==> src/design/lspr_pkg.sv <==
// Constants for the segment phase register bank: address map, field layout,
// reset values and bus answer codes.
// Assumes a 32-bit AXI4-Lite register bus with a 12-bit byte address.
package lspr_pkg;

    // Bus shape
    localparam int ADDR_W = 12;
    localparam int DATA_W = 32;
    localparam int STRB_W = 4;

    // Display pins held by this bank
    localparam int PIN_FIRST = 11;
    localparam int PIN_LAST  = 38;
    localparam int PIN_CNT   = PIN_LAST - PIN_FIRST + 1;
    localparam int PHASE_CNT = 8;

    // Phase bit positions inside a segment phase register
    localparam int PHASE_A_BIT = 0;
    localparam int PHASE_B_BIT = 1;
    localparam int PHASE_C_BIT = 2;
    localparam int PHASE_D_BIT = 3;
    localparam int PHASE_E_BIT = 4;
    localparam int PHASE_F_BIT = 5;
    localparam int PHASE_G_BIT = 6;
    localparam int PHASE_H_BIT = 7;

    // Byte offsets of the control registers
    localparam logic [ADDR_W-1:0] CTRL_OFS   = 12'h000;
    localparam logic [ADDR_W-1:0] PEN_OFS    = 12'h004;
    localparam logic [ADDR_W-1:0] BPSEL_OFS  = 12'h008;
    localparam logic [ADDR_W-1:0] STATUS_OFS = 12'h00C;

    // Segment phase register of pin n sits at WF_BASE + 4*n
    localparam logic [ADDR_W-1:0] WF_BASE       = 12'h100;
    localparam logic [9:0]        WF_WORD_FIRST = 10'h04B;
    localparam logic [9:0]        WF_WORD_LAST  = 10'h066;

    // Control register fields
    localparam int CTRL_DRV_EN_BIT = 0;

    // Status register fields
    localparam int STAT_DRV_EN_BIT = 0;
    localparam int STAT_PHASE_LSB  = 4;
    localparam int STAT_ACTIVE_LSB = 8;

    // Values after reset
    localparam logic                RST_DRV_EN = 1'b0;
    localparam logic [PIN_CNT-1:0]  RST_PEN    = 28'h0000000;
    localparam logic [PIN_CNT-1:0]  RST_BPSEL  = 28'h0000000;

    // Bus answer codes
    localparam logic [1:0] RESP_OKAY   = 2'h0;
    localparam logic [1:0] RESP_SLVERR = 2'h2;

    typedef enum logic [0:0] {
        LSPR_WR_COLLECT = 1'b0,
        LSPR_WR_RESP    = 1'b1
    } lspr_wr_state_t;

    typedef enum logic [0:0] {
        LSPR_RD_IDLE = 1'b0,
        LSPR_RD_RESP = 1'b1
    } lspr_rd_state_t;

endpackage : lspr_pkg

==> src/design/lspr_top.sv <==
// Segment phase register bank of a segment display driver, pins 11 to 38,
// with its enable and backplane-select controls, behind an AXI4-Lite slave.
// Assumes phase_idx comes from the waveform generator on the same clock.
//
// The implementer's own choices: the AXI4-Lite register port and the address map.
`timescale 1ns/1ps
`default_nettype none

// Functional notes
// - Each pin register holds one bit per backplane phase, A to H.
// - On a frontplane pin, the current phase bit switches its segment on or off.
// - On a backplane pin, set bits choose phases where the pin is active.
// - Segment phase registers have no reset value; contents undefined until written.
// - Contents survive entry to and exit from the deepest stop mode.
// - Backplane select 0 makes the pin frontplane, 1 makes it backplane.
// - A pin acts only with its pin enable and the driver enable set; here pin_backplane follows backplane select even with either enable clear.
module lspr_top (
    // Clock and reset
    input  wire logic                          aclk,
    input  wire logic                          aresetn,
    // Write address channel
    input  wire logic                          awvalid,
    output logic                               awready,
    input  wire logic [lspr_pkg::ADDR_W-1:0]   awaddr,
    input  wire logic [2:0]                    awprot,
    // Write data channel
    input  wire logic                          wvalid,
    output logic                               wready,
    input  wire logic [lspr_pkg::DATA_W-1:0]   wdata,
    input  wire logic [lspr_pkg::STRB_W-1:0]   wstrb,
    // Write response channel
    output logic                               bvalid,
    input  wire logic                          bready,
    output logic [1:0]                         bresp,
    // Read address channel
    input  wire logic                          arvalid,
    output logic                               arready,
    input  wire logic [lspr_pkg::ADDR_W-1:0]   araddr,
    input  wire logic [2:0]                    arprot,
    // Read data channel
    output logic                               rvalid,
    input  wire logic                          rready,
    output logic [lspr_pkg::DATA_W-1:0]        rdata,
    output logic [1:0]                         rresp,
    // Phase from the waveform generator
    input  wire logic [2:0]                    phase_idx,
    // Per-pin display outputs
    output logic [lspr_pkg::PIN_CNT-1:0]       pin_active,
    output logic [lspr_pkg::PIN_CNT-1:0]       pin_backplane,
    output logic [lspr_pkg::PIN_CNT-1:0]       pin_lcd_mode
);

    // Word decode of the segment phase window
    function automatic logic wf_hit(input logic [lspr_pkg::ADDR_W-1:0] a);
        wf_hit = (a[11:2] >= lspr_pkg::WF_WORD_FIRST) && (a[11:2] <= lspr_pkg::WF_WORD_LAST);
    endfunction : wf_hit

    function automatic logic [4:0] wf_slot(input logic [lspr_pkg::ADDR_W-1:0] a);
        logic [9:0] diff;
        diff = a[11:2] - lspr_pkg::WF_WORD_FIRST;
        wf_slot = diff[4:0];
    endfunction : wf_slot

    // Byte-lane merge for the wide control registers
    function automatic logic [lspr_pkg::PIN_CNT-1:0] lane_merge(
        input logic [lspr_pkg::PIN_CNT-1:0] old_v,
        input logic [lspr_pkg::DATA_W-1:0]  new_v,
        input logic [lspr_pkg::STRB_W-1:0]  strb
    );
        logic [lspr_pkg::DATA_W-1:0] tmp;
        tmp = {4'h0, old_v};
        for (int b = 0; b < lspr_pkg::STRB_W; b++) begin
            if (strb[b]) begin
                tmp[b*8 +: 8] = new_v[b*8 +: 8];
            end
        end
        lane_merge = tmp[lspr_pkg::PIN_CNT-1:0];
    endfunction : lane_merge

    // Write channel state
    lspr_pkg::lspr_wr_state_t       wr_state_q;
    lspr_pkg::lspr_wr_state_t       wr_state_d;
    logic                           aw_have_q;
    logic                           aw_have_d;
    logic                           w_have_q;
    logic                           w_have_d;
    logic [lspr_pkg::ADDR_W-1:0]    wr_addr_q;
    logic [lspr_pkg::ADDR_W-1:0]    wr_addr_d;
    logic [lspr_pkg::DATA_W-1:0]    wr_data_q;
    logic [lspr_pkg::DATA_W-1:0]    wr_data_d;
    logic [lspr_pkg::STRB_W-1:0]    wr_strb_q;
    logic [lspr_pkg::STRB_W-1:0]    wr_strb_d;
    logic                           awready_q;
    logic                           awready_d;
    logic                           wready_q;
    logic                           wready_d;
    logic                           bvalid_q;
    logic                           bvalid_d;
    logic [1:0]                     bresp_q;
    logic [1:0]                     bresp_d;
    logic                           commit;
    logic [lspr_pkg::ADDR_W-1:0]    commit_addr;
    logic [lspr_pkg::DATA_W-1:0]    commit_data;
    logic [lspr_pkg::STRB_W-1:0]    commit_strb;

    // Read channel state
    lspr_pkg::lspr_rd_state_t       rd_state_q;
    lspr_pkg::lspr_rd_state_t       rd_state_d;
    logic                           arready_q;
    logic                           arready_d;
    logic                           rvalid_q;
    logic                           rvalid_d;
    logic [lspr_pkg::DATA_W-1:0]    rdata_q;
    logic [lspr_pkg::DATA_W-1:0]    rdata_d;
    logic [1:0]                     rresp_q;
    logic [1:0]                     rresp_d;
    logic [lspr_pkg::DATA_W-1:0]    rd_word;

    // Configuration and storage
    // one bit per phase
    logic                           drv_en_q;
    logic                           drv_en_d;
    logic [lspr_pkg::PIN_CNT-1:0]   pen_q;
    logic [lspr_pkg::PIN_CNT-1:0]   pen_d;
    logic [lspr_pkg::PIN_CNT-1:0]   bpsel_q;
    logic [lspr_pkg::PIN_CNT-1:0]   bpsel_d;
    logic [lspr_pkg::PHASE_CNT-1:0] wf_q [lspr_pkg::PIN_CNT];
    logic [lspr_pkg::PHASE_CNT-1:0] wf_d [lspr_pkg::PIN_CNT];
    logic [2:0]                     phase_q;

    // Display outputs
    logic [lspr_pkg::PIN_CNT-1:0]   pin_active_q;
    wire logic [lspr_pkg::PIN_CNT-1:0] pin_active_d;
    logic [lspr_pkg::PIN_CNT-1:0]   pin_backplane_q;
    wire logic [lspr_pkg::PIN_CNT-1:0] pin_backplane_d;
    logic [lspr_pkg::PIN_CNT-1:0]   pin_lcd_mode_q;
    wire logic [lspr_pkg::PIN_CNT-1:0] pin_lcd_mode_d;

    // Word match against a control register offset
    function automatic logic is_word(
        input logic [lspr_pkg::ADDR_W-1:0] a,
        input logic [lspr_pkg::ADDR_W-1:0] ofs
    );
        is_word = (a[11:2] == ofs[11:2]);
    endfunction : is_word

    function automatic logic reg_mapped(input logic [lspr_pkg::ADDR_W-1:0] a);
        if (is_word(a, lspr_pkg::CTRL_OFS)) begin
            reg_mapped = 1'b1;
        end else if (is_word(a, lspr_pkg::PEN_OFS)) begin
            reg_mapped = 1'b1;
        end else if (is_word(a, lspr_pkg::BPSEL_OFS)) begin
            reg_mapped = 1'b1;
        end else if (is_word(a, lspr_pkg::STATUS_OFS)) begin
            reg_mapped = 1'b1;
        end else if (wf_hit(a)) begin
            reg_mapped = 1'b1;
        end else begin
            reg_mapped = 1'b0;
        end
    endfunction : reg_mapped

    function automatic logic phase_pick(
        input logic [lspr_pkg::PHASE_CNT-1:0] bits,
        input logic [2:0]                     idx
    );
        phase_pick = bits[idx];
    endfunction : phase_pick

    // Write path; address and data may arrive in either order
    always_comb begin
        wr_state_d  = wr_state_q;
        aw_have_d   = aw_have_q;
        w_have_d    = w_have_q;
        wr_addr_d   = wr_addr_q;
        wr_data_d   = wr_data_q;
        wr_strb_d   = wr_strb_q;
        bvalid_d    = bvalid_q;
        bresp_d     = bresp_q;
        commit      = 1'b0;
        commit_addr = aw_have_q ? wr_addr_q : awaddr;
        commit_data = w_have_q ? wr_data_q : wdata;
        commit_strb = w_have_q ? wr_strb_q : wstrb;
        case (wr_state_q)
            lspr_pkg::LSPR_WR_COLLECT: begin
                if (awvalid && awready_q) begin
                    aw_have_d = 1'b1;
                    wr_addr_d = awaddr;
                end
                if (wvalid && wready_q) begin
                    w_have_d  = 1'b1;
                    wr_data_d = wdata;
                    wr_strb_d = wstrb;
                end
                // Commit at the edge that takes the last half
                if (aw_have_d && w_have_d) begin
                    commit     = 1'b1;
                    aw_have_d  = 1'b0;
                    w_have_d   = 1'b0;
                    bvalid_d   = 1'b1;
                    bresp_d    = reg_mapped(commit_addr) ? lspr_pkg::RESP_OKAY : lspr_pkg::RESP_SLVERR;
                    wr_state_d = lspr_pkg::LSPR_WR_RESP;
                end
            end
            lspr_pkg::LSPR_WR_RESP: begin
                if (bready) begin
                    bvalid_d   = 1'b0;
                    wr_state_d = lspr_pkg::LSPR_WR_COLLECT;
                end
            end
            default: begin
                wr_state_d = lspr_pkg::LSPR_WR_COLLECT;
            end
        endcase
        // Ready only while that half is still wanted
        awready_d = (wr_state_d == lspr_pkg::LSPR_WR_COLLECT) && !aw_have_d;
        wready_d  = (wr_state_d == lspr_pkg::LSPR_WR_COLLECT) && !w_have_d;
    end

    always_ff @(posedge aclk) begin
        if (!aresetn) begin
            wr_state_q <= lspr_pkg::LSPR_WR_COLLECT;
            aw_have_q  <= 1'b0;
            w_have_q   <= 1'b0;
            wr_addr_q  <= 12'h000;
            wr_data_q  <= 32'h00000000;
            wr_strb_q  <= 4'h0;
            awready_q  <= 1'b0;
            wready_q   <= 1'b0;
            bvalid_q   <= 1'b0;
            bresp_q    <= lspr_pkg::RESP_OKAY;
        end else begin
            wr_state_q <= wr_state_d;
            aw_have_q  <= aw_have_d;
            w_have_q   <= w_have_d;
            wr_addr_q  <= wr_addr_d;
            wr_data_q  <= wr_data_d;
            wr_strb_q  <= wr_strb_d;
            awready_q  <= awready_d;
            wready_q   <= wready_d;
            bvalid_q   <= bvalid_d;
            bresp_q    <= bresp_d;
        end
    end

    // Read path; data is captured when the address is taken
    always_comb begin
        rd_state_d = rd_state_q;
        rvalid_d   = rvalid_q;
        rdata_d    = rdata_q;
        rresp_d    = rresp_q;
        case (rd_state_q)
            lspr_pkg::LSPR_RD_IDLE: begin
                if (arvalid && arready_q) begin
                    rvalid_d   = 1'b1;
                    rdata_d    = rd_word;
                    rresp_d    = reg_mapped(araddr) ? lspr_pkg::RESP_OKAY : lspr_pkg::RESP_SLVERR;
                    rd_state_d = lspr_pkg::LSPR_RD_RESP;
                end
            end
            lspr_pkg::LSPR_RD_RESP: begin
                if (rready) begin
                    rvalid_d   = 1'b0;
                    rd_state_d = lspr_pkg::LSPR_RD_IDLE;
                end
            end
            default: begin
                rd_state_d = lspr_pkg::LSPR_RD_IDLE;
            end
        endcase
        arready_d = (rd_state_d == lspr_pkg::LSPR_RD_IDLE);
    end

    always_ff @(posedge aclk) begin
        if (!aresetn) begin
            rd_state_q <= lspr_pkg::LSPR_RD_IDLE;
            arready_q  <= 1'b0;
            rvalid_q   <= 1'b0;
            rdata_q    <= 32'h00000000;
            rresp_q    <= lspr_pkg::RESP_OKAY;
        end else begin
            rd_state_q <= rd_state_d;
            arready_q  <= arready_d;
            rvalid_q   <= rvalid_d;
            rdata_q    <= rdata_d;
            rresp_q    <= rresp_d;
        end
    end

    // Read word mux; unused bits read as zero
    always_comb begin
        rd_word = 32'h00000000;
        if (is_word(araddr, lspr_pkg::CTRL_OFS)) begin
            rd_word[lspr_pkg::CTRL_DRV_EN_BIT] = drv_en_q;
        end else if (is_word(araddr, lspr_pkg::PEN_OFS)) begin
            rd_word = {4'h0, pen_q};
        end else if (is_word(araddr, lspr_pkg::BPSEL_OFS)) begin
            rd_word = {4'h0, bpsel_q};
        end else if (is_word(araddr, lspr_pkg::STATUS_OFS)) begin
            rd_word[lspr_pkg::STAT_DRV_EN_BIT]       = drv_en_q;
            rd_word[lspr_pkg::STAT_PHASE_LSB +: 3]   = phase_q;
            rd_word[lspr_pkg::STAT_ACTIVE_LSB]       = |pin_active_q;
        end else if (wf_hit(araddr)) begin
            rd_word[7:0] = wf_q[wf_slot(araddr)];
        end
    end

    // Control registers take any byte lanes
    always_comb begin
        drv_en_d = drv_en_q;
        pen_d    = pen_q;
        bpsel_d  = bpsel_q;
        if (commit && commit_strb[0] && is_word(commit_addr, lspr_pkg::CTRL_OFS)) begin
            drv_en_d = commit_data[lspr_pkg::CTRL_DRV_EN_BIT];
        end
        if (commit && is_word(commit_addr, lspr_pkg::PEN_OFS)) begin
            pen_d = lane_merge(pen_q, commit_data, commit_strb);
        end
        if (commit && is_word(commit_addr, lspr_pkg::BPSEL_OFS)) begin
            bpsel_d = lane_merge(bpsel_q, commit_data, commit_strb);
        end
    end

    always_ff @(posedge aclk) begin
        if (!aresetn) begin
            drv_en_q <= lspr_pkg::RST_DRV_EN;
            pen_q    <= lspr_pkg::RST_PEN;
            bpsel_q  <= lspr_pkg::RST_BPSEL;
        end else begin
            drv_en_q <= drv_en_d;
            pen_q    <= pen_d;
            bpsel_q  <= bpsel_d;
        end
    end

    // Only lane 0 lands; wider writes leave the other lanes unused
    always_comb begin
        wf_d = wf_q;
        if (commit && commit_strb[0] && wf_hit(commit_addr)) begin
            wf_d[wf_slot(commit_addr)] = commit_data[7:0];
        end
    end

    always_ff @(posedge aclk) begin
        wf_q <= wf_d;
    end

    for (genvar k = 0; k < lspr_pkg::PIN_CNT; k++) begin : g_pin
        assign pin_active_d[k] = pin_lcd_mode_d[k] & phase_pick(wf_q[k], phase_idx);
    end
    assign pin_lcd_mode_d = {lspr_pkg::PIN_CNT{drv_en_q}} & pen_q;
    assign pin_backplane_d = bpsel_q;

    // Pin outputs registered so they never glitch on a bus write
    always_ff @(posedge aclk) begin
        if (!aresetn) begin
            pin_active_q    <= 28'h0000000;
            pin_backplane_q <= 28'h0000000;
            pin_lcd_mode_q  <= 28'h0000000;
            phase_q         <= 3'h0;
        end else begin
            pin_active_q    <= pin_active_d;
            pin_backplane_q <= pin_backplane_d;
            pin_lcd_mode_q  <= pin_lcd_mode_d;
            phase_q         <= phase_idx;
        end
    end

    // Ports straight from flip-flops
    assign awready       = awready_q;
    assign wready        = wready_q;
    assign bvalid        = bvalid_q;
    assign bresp         = bresp_q;
    assign arready       = arready_q;
    assign rvalid        = rvalid_q;
    assign rdata         = rdata_q;
    assign rresp         = rresp_q;
    assign pin_active    = pin_active_q;
    assign pin_backplane = pin_backplane_q;
    assign pin_lcd_mode  = pin_lcd_mode_q;

endmodule : lspr_top
`default_nettype wire

==> config.mk <==
export PLATFORM = sky130hd
export DESIGN_NAME = lspr_top
export DESIGN_NICKNAME = d
export VERILOG_FILES = /design/src/design/lspr_pkg.sv /design/src/design/lspr_top.sv
export SDC_FILE = /design/constraint.sdc
export NUM_CORES = 1
export LEC_CHECK = 0
export BUFFER_PORTS_ARGS = -buffer_cell sky130_fd_sc_hd__buf_2
export CORE_ASPECT_RATIO = 1.75
export CORE_UTILIZATION = 25
export CTS_BUF_LIST = sky130_fd_sc_hd__clkbuf_2
export CTS_CLUSTER_SIZE = 20
export DETAILED_ROUTE_END_ITERATION = 10
export SYNTH_ARGS = -nofsm -noshare
export SYNTH_HDL_FRONTEND = slang
export SYNTH_SLANG_ARGS = --single-unit
==> constraint.sdc <==
create_clock -name aclk -period 6.4 [get_ports aclk]
set_input_delay 0.64 -clock aclk [delete_from_list [all_inputs] [get_ports aclk]]
set_output_delay 0.64 -clock aclk [all_outputs]
set_load 0.03 [all_outputs]
### Word-level counts from Yosys, hierarchy flattened

Cells that the tools add are included.
Widths: inputs -> output; s select.

* register bits after elaboration: 457
* output and inout port bits: 125

* mux-type cells: 113
* reductions and logical operators: 33
* equality and inequality tests: 10
* add/sub/neg operators: 2
* magnitude comparators: 8
* bitwise operators: 35

Operators with widths (count)
* $bwmux 224: 1
* $bmux 1 s3: 28
* $mux 1: 63
* $mux 28: 2
* $bmux 8 s5: 1
* $demux 8 s5: 1
* $eq 10x2->1 const B: 4
* $mux 8: 4
* $mux 31: 1
* $and 1x1->1: 28
* $and 28x28->28: 1
* $reduce_and 2->1: 14
* $reduce_or 28->1: 1
* $eq 10x1->1 const B: 2
* $ge 10x7->1 const B: 2
* $le 10x7->1 const B: 2
* $logic_not 10->1: 2
* $mux 19: 1
* $logic_and 1x1->1: 14
* $ge 6x6->1 const B: 2
* $mux 12: 1
* $not 5->6: 2
* $sub 5x4->5 const B: 2
* $mux 9: 1
* other kinds (9): 21

### Logic depth before layout (Yosys ltp)

Gate-level depths: netlist (run 1).

* word-level depth: 11
* mapped depth: 13

### Least setup slack after synthesis (run 1)

No wires, ideal clock.

* kind: input -> register
* start: input araddr[2] in the netlist's numbering
* end: register rdata_q, in the netlist rdata[7]
* setup time: 0.124 ns
* path slack: 2.798 ns
* required time: 6.276 ns
* arrival: 3.478 ns
* stages on the path: 11
* path through: buf_2 -> buf_2 -> buf_2 -> inv_1 -> ha_1 -> clkbuf_1 -> buf_1 -> clkbuf_1 -> mux4_2 -> a311oi_1 -> o31ai_1

* longest elaborated chain between the ends: 10

RTL lines
* from (decl): line lspr_top.sv:38 `input wire logic [lspr_pkg::ADDR_W-1:0] araddr,`
* $sub 5x4->5: line lspr_top.sv:60 `diff = a[11:2] - lspr_pkg::WF_WORD_FIRST;`
* $not 5->6 (not written as such): line lspr_top.sv:304 `rd_word[7:0] = wf_q[wf_slot(araddr)];`
* $bmux 8 s5: line lspr_top.sv:304
* $mux 8 (not written as such) (2 in a row): line lspr_top.sv:304
* $mux 8: line lspr_top.sv:303 `end else if (wf_hit(araddr)) begin`
* $mux 1: line lspr_top.sv:299 `end else if (is_word(araddr, lspr_pkg::STATUS_OFS)) begin`
* $mux 9: line lspr_top.sv:297 `end else if (is_word(araddr, lspr_pkg::BPSEL_OFS)) begin`
* $mux 28: line lspr_top.sv:295 `end else if (is_word(araddr, lspr_pkg::PEN_OFS)) begin`
* $mux 31 *: line lspr_top.sv:293 `if (is_word(araddr, lspr_pkg::CTRL_OFS)) begin`
* to (signal assigned): line lspr_top.sv:285 `rdata_q <= rdata_d;`
* to (decl): line lspr_top.sv:113 `logic [lspr_pkg::DATA_W-1:0] rdata_q;`

Every way passes the cells marked *; elsewhere a longest branch is shown, timed or not. The select of a mux whose other input is x is not followed.
A chain may end at the register's enable or synchronous reset.

### Worst setup path after layout (run 1)

* start: register aw_have_q
* end: register wf_q[21] in the netlist's numbering (enable)

* longest elaborated chain between the ends: 7

RTL lines
* from (decl): line lspr_top.sv:83 `logic aw_have_q;`
* from (signal assigned): line lspr_top.sv:234 `aw_have_q <= aw_have_d;`
* branches (longest 6 deep; another with $ge 10x7->1)
* $logic_and 1x1->1 *: line lspr_top.sv:339 `if (commit && commit_strb[0] && wf_hit(commit_addr)) begin`
* to (signal assigned): line lspr_top.sv:345 `wf_q <= wf_d;`
* to (decl): line lspr_top.sv:127 `logic [lspr_pkg::PHASE_CNT-1:0] wf_q [lspr_pkg::PIN_CNT];`

Every way passes the cells marked *. The select of a mux whose other input is x is not followed.

==> results of run 1 <==
==> cell usage in the layout (no fill, tap or decap), types with 5 or more instances in the layout <==
| cell type | count |
|---|---|
| a211oi_1 | 41 |
| a21boi_0 | 5 |
| a21oi_1 | 74 |
| a22oi_1 | 22 |
| a31oi_1 | 8 |
| a32oi_1 | 6 |
| and2_1 | 54 |
| and3_1 | 32 |
| buf_2 | 178 |
| buf_4 | 17 |
| clkbuf_2 | 138 |
| clkinv_1 | 24 |
| conb_1 | 6 |
| dfxtp_1 | 224 |
| dlygate4sd3_1 | 75 |
| edfxtp_1 | 224 |
| inv_1 | 14 |
| mux2_2 | 8 |
| mux2i_1 | 72 |
| mux4_2 | 97 |
| nand2_1 | 217 |
| nand2b_1 | 8 |
| nand3_1 | 27 |
| nand3b_1 | 5 |
| nor2_1 | 77 |
| nor2_4 | 8 |
| nor2b_1 | 41 |
| nor3_1 | 20 |
| nor4_1 | 9 |
| o211a_1 | 15 |
| o21ai_0 | 27 |
| or2_2 | 7 |
==> power breakdown <==
group | internal [mW] | switching, mW | total, mW
sequential | 3.05 | 0.0159 | 3.07
combinational | 0.201 | 0.369 | 0.570
clock | 0.581 | 1.13 | 1.71
total | 3.84 | 1.51 | 5.35
==> area by class of cell <==
| type | count | share of cell area, % |
|---|---|---|
| Sequential cell | 449 | 50.0 |
| Multi-Input combinational cell | 943 | 32.5 |
| Timing Repair Buffer | 270 | 7.88 |
| Tap cell | 1012 | 5.64 |
| Clock buffer | 138 | 3.08 |
| Clock inverter | 33 | 0.646 |
| Inverter | 15 | 0.251 |
| Antenna cell | 1 | 0.0111 |
==> critical path, cell delays in order (launching register included) <==
cell and delay (ns):
dfxtp_1 0.82, or4b_4 0.56, a2111oi_4 0.55, nand3b_1 0.16, nor3_2 0.22, nand2b_1 0.43
nor3_1 0.98
==> cell families (layout without fill, tap and decap cells) <==
group | after synthesis | after routing | share of synthesized area, %
XOR/XNOR | 7 | 7 | 0.322
AO/OA/AOI/OAI | 230 | 230 | 8.35
AND/OR/NAND/NOR | 519 | 519 | 13.3
multiplexers | 177 | 177 | 15.7
adder cells (fa/ha/maj) | 4 | 4 | 0.263
other | 1 | 7 | 0.0197
buffers and inverters | 121 | 456 | 3.02
flip-flops | 449 | 449 | 59.0
==> state kept, by name, indices dropped and copies added (netlist names), 3 cells and up <==
register / count
rdata: 28
pin_active: 28
pin_lcd_mode: 28
wr_data_q: 28
wr_addr_q: 10
wf_q: 224
wr_strb_q: 4
pin_backplane: 28
pen_q: 28
phase_q: 3
bpsel_q: 28
==> worst max path at each step <==
stage,cells past startpoint,slack [ns],startpoint,end
after floorplan,11,2.80,araddr[2],rdata[7]$_SDFFE_PN0P_
after global routing,6,1.99,aw_have_q$_SDFF_PN0_,wf_q[22]$_DFFE_PP_
final,6,2.32,aw_have_q$_SDFF_PN0_,wf_q[21]$_DFFE_PP_
after detailed placement,7,2.26,awaddr[11],wf_q[16]$_DFFE_PP_
after global placement,7,2.31,awaddr[11],wf_q[18]$_DFFE_PP_
after CTS,6,2.26,aw_have_q$_SDFF_PN0_,wf_q[22]$_DFFE_PP_
==> what timing repair did <==
| action | CTS | global route |
|---|---|---|
| buffers inserted | 0 | 0 |
| endpoints found under the hold margin | 141 | 0 |
| hold buffers | 75 | 0 |
==> routing by layer <==
metal	part of all wire [%]	vias up	global-route usage, %
met5	0.12	-	0
li1	-	6157	-
met2	54	529	29.5
met1	34	6681	15.3
met3	6.8	165	4.07
met4	4.7	14	8.21
==> summary.md, run 1 <==
| Metric | Value |
|---|---|
| Status | `finished clean` |
| Post_cts resized | `0` |
| Largest net degree at the start of global routing | `65` |
| Most used DFF post-synth | `dfxtp_1` |
| Clock Skew | `0.0930 ns` |
| Most common cell in the netlist | `dfxtp_1` |
| Post-route DRC | `0` |
| Synth-to-layout area growth | `17.9%` |
| Area of the multi-input gates | `around 7300 um2` |
| Hold Vio Cnt, Final | `0` |
| Die outline width | `~210 um` |
| Max cap viols | `0` |
| Fin worst setup slack | `around 2.3 ns` |
| Worst Max-Slew Pin Slew | `approximately 1.3 ns` |
| Yosys reg bits | `~450` |
| Iteration-0 DRC Markers | `between 900 and 1000` |
| Setup tns final | `0 ns` |
| Power, Total | `5.35 mW` |
| Nature of the critical path startpoint | `flop` |
| Synth warnings | `0` |
| Worst R2R Start | `aw_have_q$_SDFF_PN0_` |
| Final cell count without fillers | `between 2000 and 3000` |
| Routed Antenna Nets | `0` |
| FMAX | `approximately 250 MHz` |
| Initial antenna violation count | `10` |
| Share of cells above drive strength 1 | `26.1%` |
| Worst EP arrival | `4.84 ns` |
| Max-slew violations | `0` |
| EDFF count, synth | `224` |
| Mapped Cells | `between 1500 and 2000` |
| Vias | `approximately 14000` |
| Worst skew pair latency | `between 1 and 1.5 ns` |
| Reg clk slew, reported paths | `around 0.12 ns` |
| Leakage | `approximately 8.2 nW` |
| Dpl cells | `around 2600` |
| Clock buffer depth | `3` |
| Placed cell area | `roughly 21000 um2` |
| Critical Path RT | `a little over 7 ns` |
| Syn Std Cell Area | `19000 um2` |
| Crit-path max FO | `23` |
| Core Util, Final | `between 20 and 30%` |
| Hold Crit Start | `araddr[8]` |
| Period utilisation layout | `63.7%` |
| Worst R2R End | `wf_q[21]$_DFFE_PP_` |
| Synth area leaders | `edfxtp_1 35%, dfxtp_1 24%, mux4_2 11%` |
| Min Tclk post-route | `roughly 4 ns` |
| Synthesized area per cell | `between 10 and 15 um2` |
| Routed wire length | `approximately 61000 um` |
| Synth top area share | `a little over a third` |
| TritonCTS clock tree | `yes` |
| Synth top cells by count | `225 x dfxtp_1, 224 x edfxtp_1, 217 x nand2_1` |
| DRT Pass-1 Iters | `8` |
| Worst hold endpoint | `rdata[8]$_SDFFE_PN0P_` |
| Hold depth | `6` |
| Final RePlAce weighted congestion | `a little over 0.9` |
| DR WL/cell | `around 21 um` |
| First-pass GRT wire length | `around 90000 um` |
| Core area | `about 75000 um2` |
| HPWL after detailed placement | `44100 um` |
| Initial core utilization | `between 20 and 30%` |
| Final hold slack | `0.141 ns` |
| VDD IR max | `slightly below 0.08 mV` |
| Final-report setup violation count | `0` |
| Reg area | `approximately 11000 um2` |
| Nets | `~1900` |
| Reg2reg path depth | `6` |
| Yosys top cell by area | `edfxtp_1` |
| Grt ovf | `0` |
| # clock sinks | `449` |
| Gr usage total | `between 15 and 20%` |
| Vias in the first global route | `approximately 14000` |
| Sequential share of the synthesized area | `59.0%` |
| Final Instance Area | `22500 um2` |
| Vias/cell | `~4.7` |
| Worst slack at placement | `between 2 and 2.5 ns` |
| Max_slew headroom | `13.6%` |
| Yosys cell types | `60` |
| H-tree depth | `3` |
| Std-Cell Rows | `about 130` |
| Ys async rst share | `0%` |
| TritonCTS Buffers | `just over 90` |
| Hold WC Path Type | `in2reg` |
| CTS root buf | `clkbuf_2` |
| RSZ-0062 raised after global routing | `no` |
| # IOs | `roughly 200` |
| Chip height | `roughly 370 um` |
| Worst setup EP type | `flop` |
| Pwr dens | `238 nW/um2` |
| I/O Buffers | `180` |
| Fillers | `around 7800` |
| Die ar. | `~77000 um2` |
| R2R setup slack | `2.32 ns` |
| Setup CP Type | `reg2reg` |
Note: power is estimated with default switching activity, not from simulation.
==> run 2: changes to the inputs <==
Settings changed: ABC_AREA set to 1.
Clock period 6.4 ns to 3.56 ns, I/O delays scaled along.
==> summary.md, run 2 <==
| Metric | Value |
|---|---|
| Setup CP Type | `in2reg` |
| Routed wire length | `73300 um (+20%)` |
| Fin worst setup slack | `0.0179 ns (-2.30 ns)` |
| Vias in the first global route | `17700 (+26%)` |
| Critical path's top delay family | `buffers and inverters` |
| Routed Antenna Nets | `0 (unchanged)` |
| Power, Total | `10.2 mW (+91%)` |
| Clock buffer depth | `3 (unchanged)` |
| Grt ovf | `0 (unchanged)` |
| Initial antenna violation count | `4 (-6)` |
| Synth-to-layout area growth | `26.0%` |
| Max cap viols | `0 (unchanged)` |
| Max-slew violations | `0 (unchanged)` |
| TritonCTS clock tree | `yes` |
| Crit path cell chain | `dlygate4sd3_1, clkbuf_4, inv_1, ha_2, buf_12, buf_12, nand3_1, nand3_1, nand3_1, nand2_1, nand2_1, nand3_1, nand2_1, nand2_1, dlygate4sd3_1, nand2_1, nand2_1, dlygate4sd3_1, a21oi_2, dlygate4sd3_1` |
| Synth top area share | `34.9% (-0.38 points)` |
| Syn Std Cell Area | `19300 um2 (+1.1%)` |
| EDFF count, synth | `224 (unchanged)` |
| VDD IR max | `0.206 mV (+170%)` |
| Synthesized area per cell | `8.53 um2 (-32%)` |
| Nature of the critical path startpoint | `input port` |
| Slowest stage cell on the critical path | `dlygate4sd3_1` |
| Most flops, register | `wf_q` |
| Share of cells above drive strength 1 | `15.4% (-11 points)` |
| Status | `finished clean` |
| DR WL/cell | `19.5 um (-8.1%)` |
| DRT Pass-1 Iters | `8 (unchanged)` |
| Final hold slack | `0.0401 ns (-0.101 ns)` |
| Die ar. | `78200 um2 (+1.1%)` |
| Nets | `2728 (+47%)` |
| Pwr dens | `422 nW/um2 (+77%)` |
| Most frequent cells in the layout | `411 x nand2_1, 319 x o21ai_0, 297 x nor2_1, 224 x dfxtp_1, 224 x edfxtp_1` |
| Die outline width | `212 um (+0.53%)` |
| CTS root buf | `clkbuf_2` |
| Yosys top cell by area | `edfxtp_1` |
| Max reg flops | `224 (unchanged)` |
| Final-report setup violation count | `0 (unchanged)` |
| Yosys cell types | `36 (-40%)` |
| Critical Path RT | `4.67 ns (-2.49 ns)` |
| Iteration-0 DRC Markers | `1507 (+56%)` |
| Critical Path Max Stage Delay | `0.57 ns (-0.41 ns)` |
| Worst slack at placement | `0.295 ns (-1.96 ns)` |
| Min Tclk post-route | `3.54 ns` |
| Buf+Inv Stages, Crit Path | `8 (+8)` |
| Std-Cell Rows | `134 (+0.75%)` |
| H-tree depth | `3 (unchanged)` |
| Final cell count without fillers | `3749 (+31%)` |
| Post-route DRC | `0 (unchanged)` |
| Initial core utilization | `25.2% (-0.086 points)` |
| CP dominant cell by count | `nand2_1` |
| FMAX | `282 MHz` |
| # IOs | `201 (unchanged)` |
| Vias | `18100 (+33%)` |
| Gr usage total | `18.4% (+2.8 points)` |
| Yosys reg bits | `449 (unchanged)` |
| Dpl cells | `3384 (+29%)` |
| Synth top cells by count | `416 x nand2_1, 319 x o21ai_0, 299 x nor2_1` |
| Most common cell in the netlist | `nand2_1` |
| Vias/cell | `4.82 (+1.8%)` |
| Worst EP arrival | `4.65 ns (-0.19 ns)` |
| Placed cell area | `21400 um2 (+2.6%)` |
| Ys async rst share | `0% (unchanged)` |
| Largest net degree at the start of global routing | `128 (+97%)` |
| Max_slew headroom | `32.0% (+18 points)` |
| R2R setup slack | `0.24 ns (-2.08 ns)` |
| Most used DFF post-synth | `dfxtp_1` |
| Hold WC Path Type | `in2reg` |
| Final Instance Area | `24300 um2 (+8.0%)` |
| Worst Max-Slew Pin Slew | `1.02 ns (-0.275 ns)` |
| Most common cell after layout, fill and taps aside | `nand2_1` |
| Core area | `76300 um2 (+1.4%)` |
| Worst setup EP type | `flop` |
| I/O Buffers | `180 (unchanged)` |
| Synth warnings | `0 (unchanged)` |
| Crit-path max FO | `26 (+13%)` |
| TritonCTS Buffers | `95 (+3.3%)` |
| HPWL after detailed placement | `47600 um (+8.0%)` |
| Leakage | `9.82 nW (+20%)` |
| First-pass GRT wire length | `107000 um (+19%)` |
| Final RePlAce weighted congestion | `0.911 (-1.1%)` |
| Worst skew pair latency | `1.21 ns (+0.04 ns)` |
| Chip height | `369 um (+0.53%)` |
| Clock Skew | `0.109 ns (+0.0160 ns)` |
| Synth area leaders | `edfxtp_1 35%, dfxtp_1 23%, o21ai_0 8.3%` |
| Reg clk slew, reported paths | `0.13 ns (about the same)` |
| Period utilisation layout | `slightly below 100%` |
| # clock sinks | `449 (unchanged)` |
| Sequential share of the synthesized area | `58.3% (-0.63 points)` |
| Mapped Cells | `2258 (+50%)` |
| Hold Vio Cnt, Final | `0 (unchanged)` |
==> run 2: changes by cell type in the layout (fill, tap and decap cells not counted), moves of 70 or more <==
cell | previous run | this run
dlygate4sd3_1 | 75 | 183
a21oi_1 | 74 | 154
o21ai_0 | 27 | 319
nand2_1 | 217 | 411
nand3_1 | 27 | 161
mux2i_1 | 72 | 2
nor2_1 | 77 | 297
mux4_2 | 97 | 0
inv_1 | 14 | 179
==> run 2: path summary, 6_finish.rpt <==
path | start | end | depth (start not counted)
worst max register to register | wf_q[56]$_DFFE_PP_ | rdata[0]$_SDFFE_PN0P_ | 15
worst max-delay path | araddr[3] | rdata[0]$_SDFFE_PN0P_ | 20
worst min register to register | bpsel_q[25]$_SDFFE_PN0P_ | pin_backplane[25]$_SDFF_PN0_ | 2
worst min-delay path | araddr[4] | rdata[9]$_SDFFE_PN0P_ | 9
==> run 2: layout make-up <==
cell class                 instances  area (um2)
fill                            7907       52000
sequential                       449       11200
multi-input combinational       1480        6790
timing repair buffer             430        3350
tap                             1020        1280
inverter                         191         729
clock buffer                     130         651
clock inverter                    44         213
antenna                            4        10.0
timing repair inverter             1        5.00
==> run 2: per-layer routing <==
metal,part of all wire [%],GRT usage (%),vias up,routed length [um]
met1,36,19.2,8466,26200
met5,0,0,-,0
met4,7.7,14.9,0,5660
met3,6.1,3.49,269,4490
met2,50,32.0,897,36900
li1,-,-,8432,-
==> run 2: logic make-up after synthesis <==
family	count (synthesis)	synth area share, %
buf+inv	334	6.71
mux	2	0.104
compound gates	557	15.3
fa+ha+maj	4	0.260
xor+xnor	2	0.0910
other cells	1	0.0195
flops	449	58.3
simple gates	909	19.2
==> run 2: what timing repair did <==
item                                    4_1_cts  5_1_grt
endpoints found under the setup margin        0        7
buffers inserted                              0        2
resized for setup                             0       32
endpoints found under the hold margin       258        0
hold buffers                                185        0
==> run 2: stage by stage <==
stage               util (%)  TNS (ns)
floorplan                  -         0
global placement        28.1         0
detailed placement      28.1         0
CTS                     31.6         0
global route            31.8   -0.0365
finish                  31.8         0
==> run 2: power by group <==
| group | total, mW | internal [mW] | switching (mW) |
|---|---|---|---|
| combinational | 1.44 | 0.460 | 0.976 |
| sequential | 5.58 | 5.54 | 0.0435 |
| clock | 3.21 | 1.08 | 2.13 |
==> run 2: worst min-delay path, stage by stage <==
cell,delay (ns)
buf_2,0.11
inv_1,0.07
nand2_1,0.10
nor4_2,0.05
nand2_1,0.10
buf_12,0.19
o32ai_1,0.10
nand2_1,0.06
a21oi_1,0.05
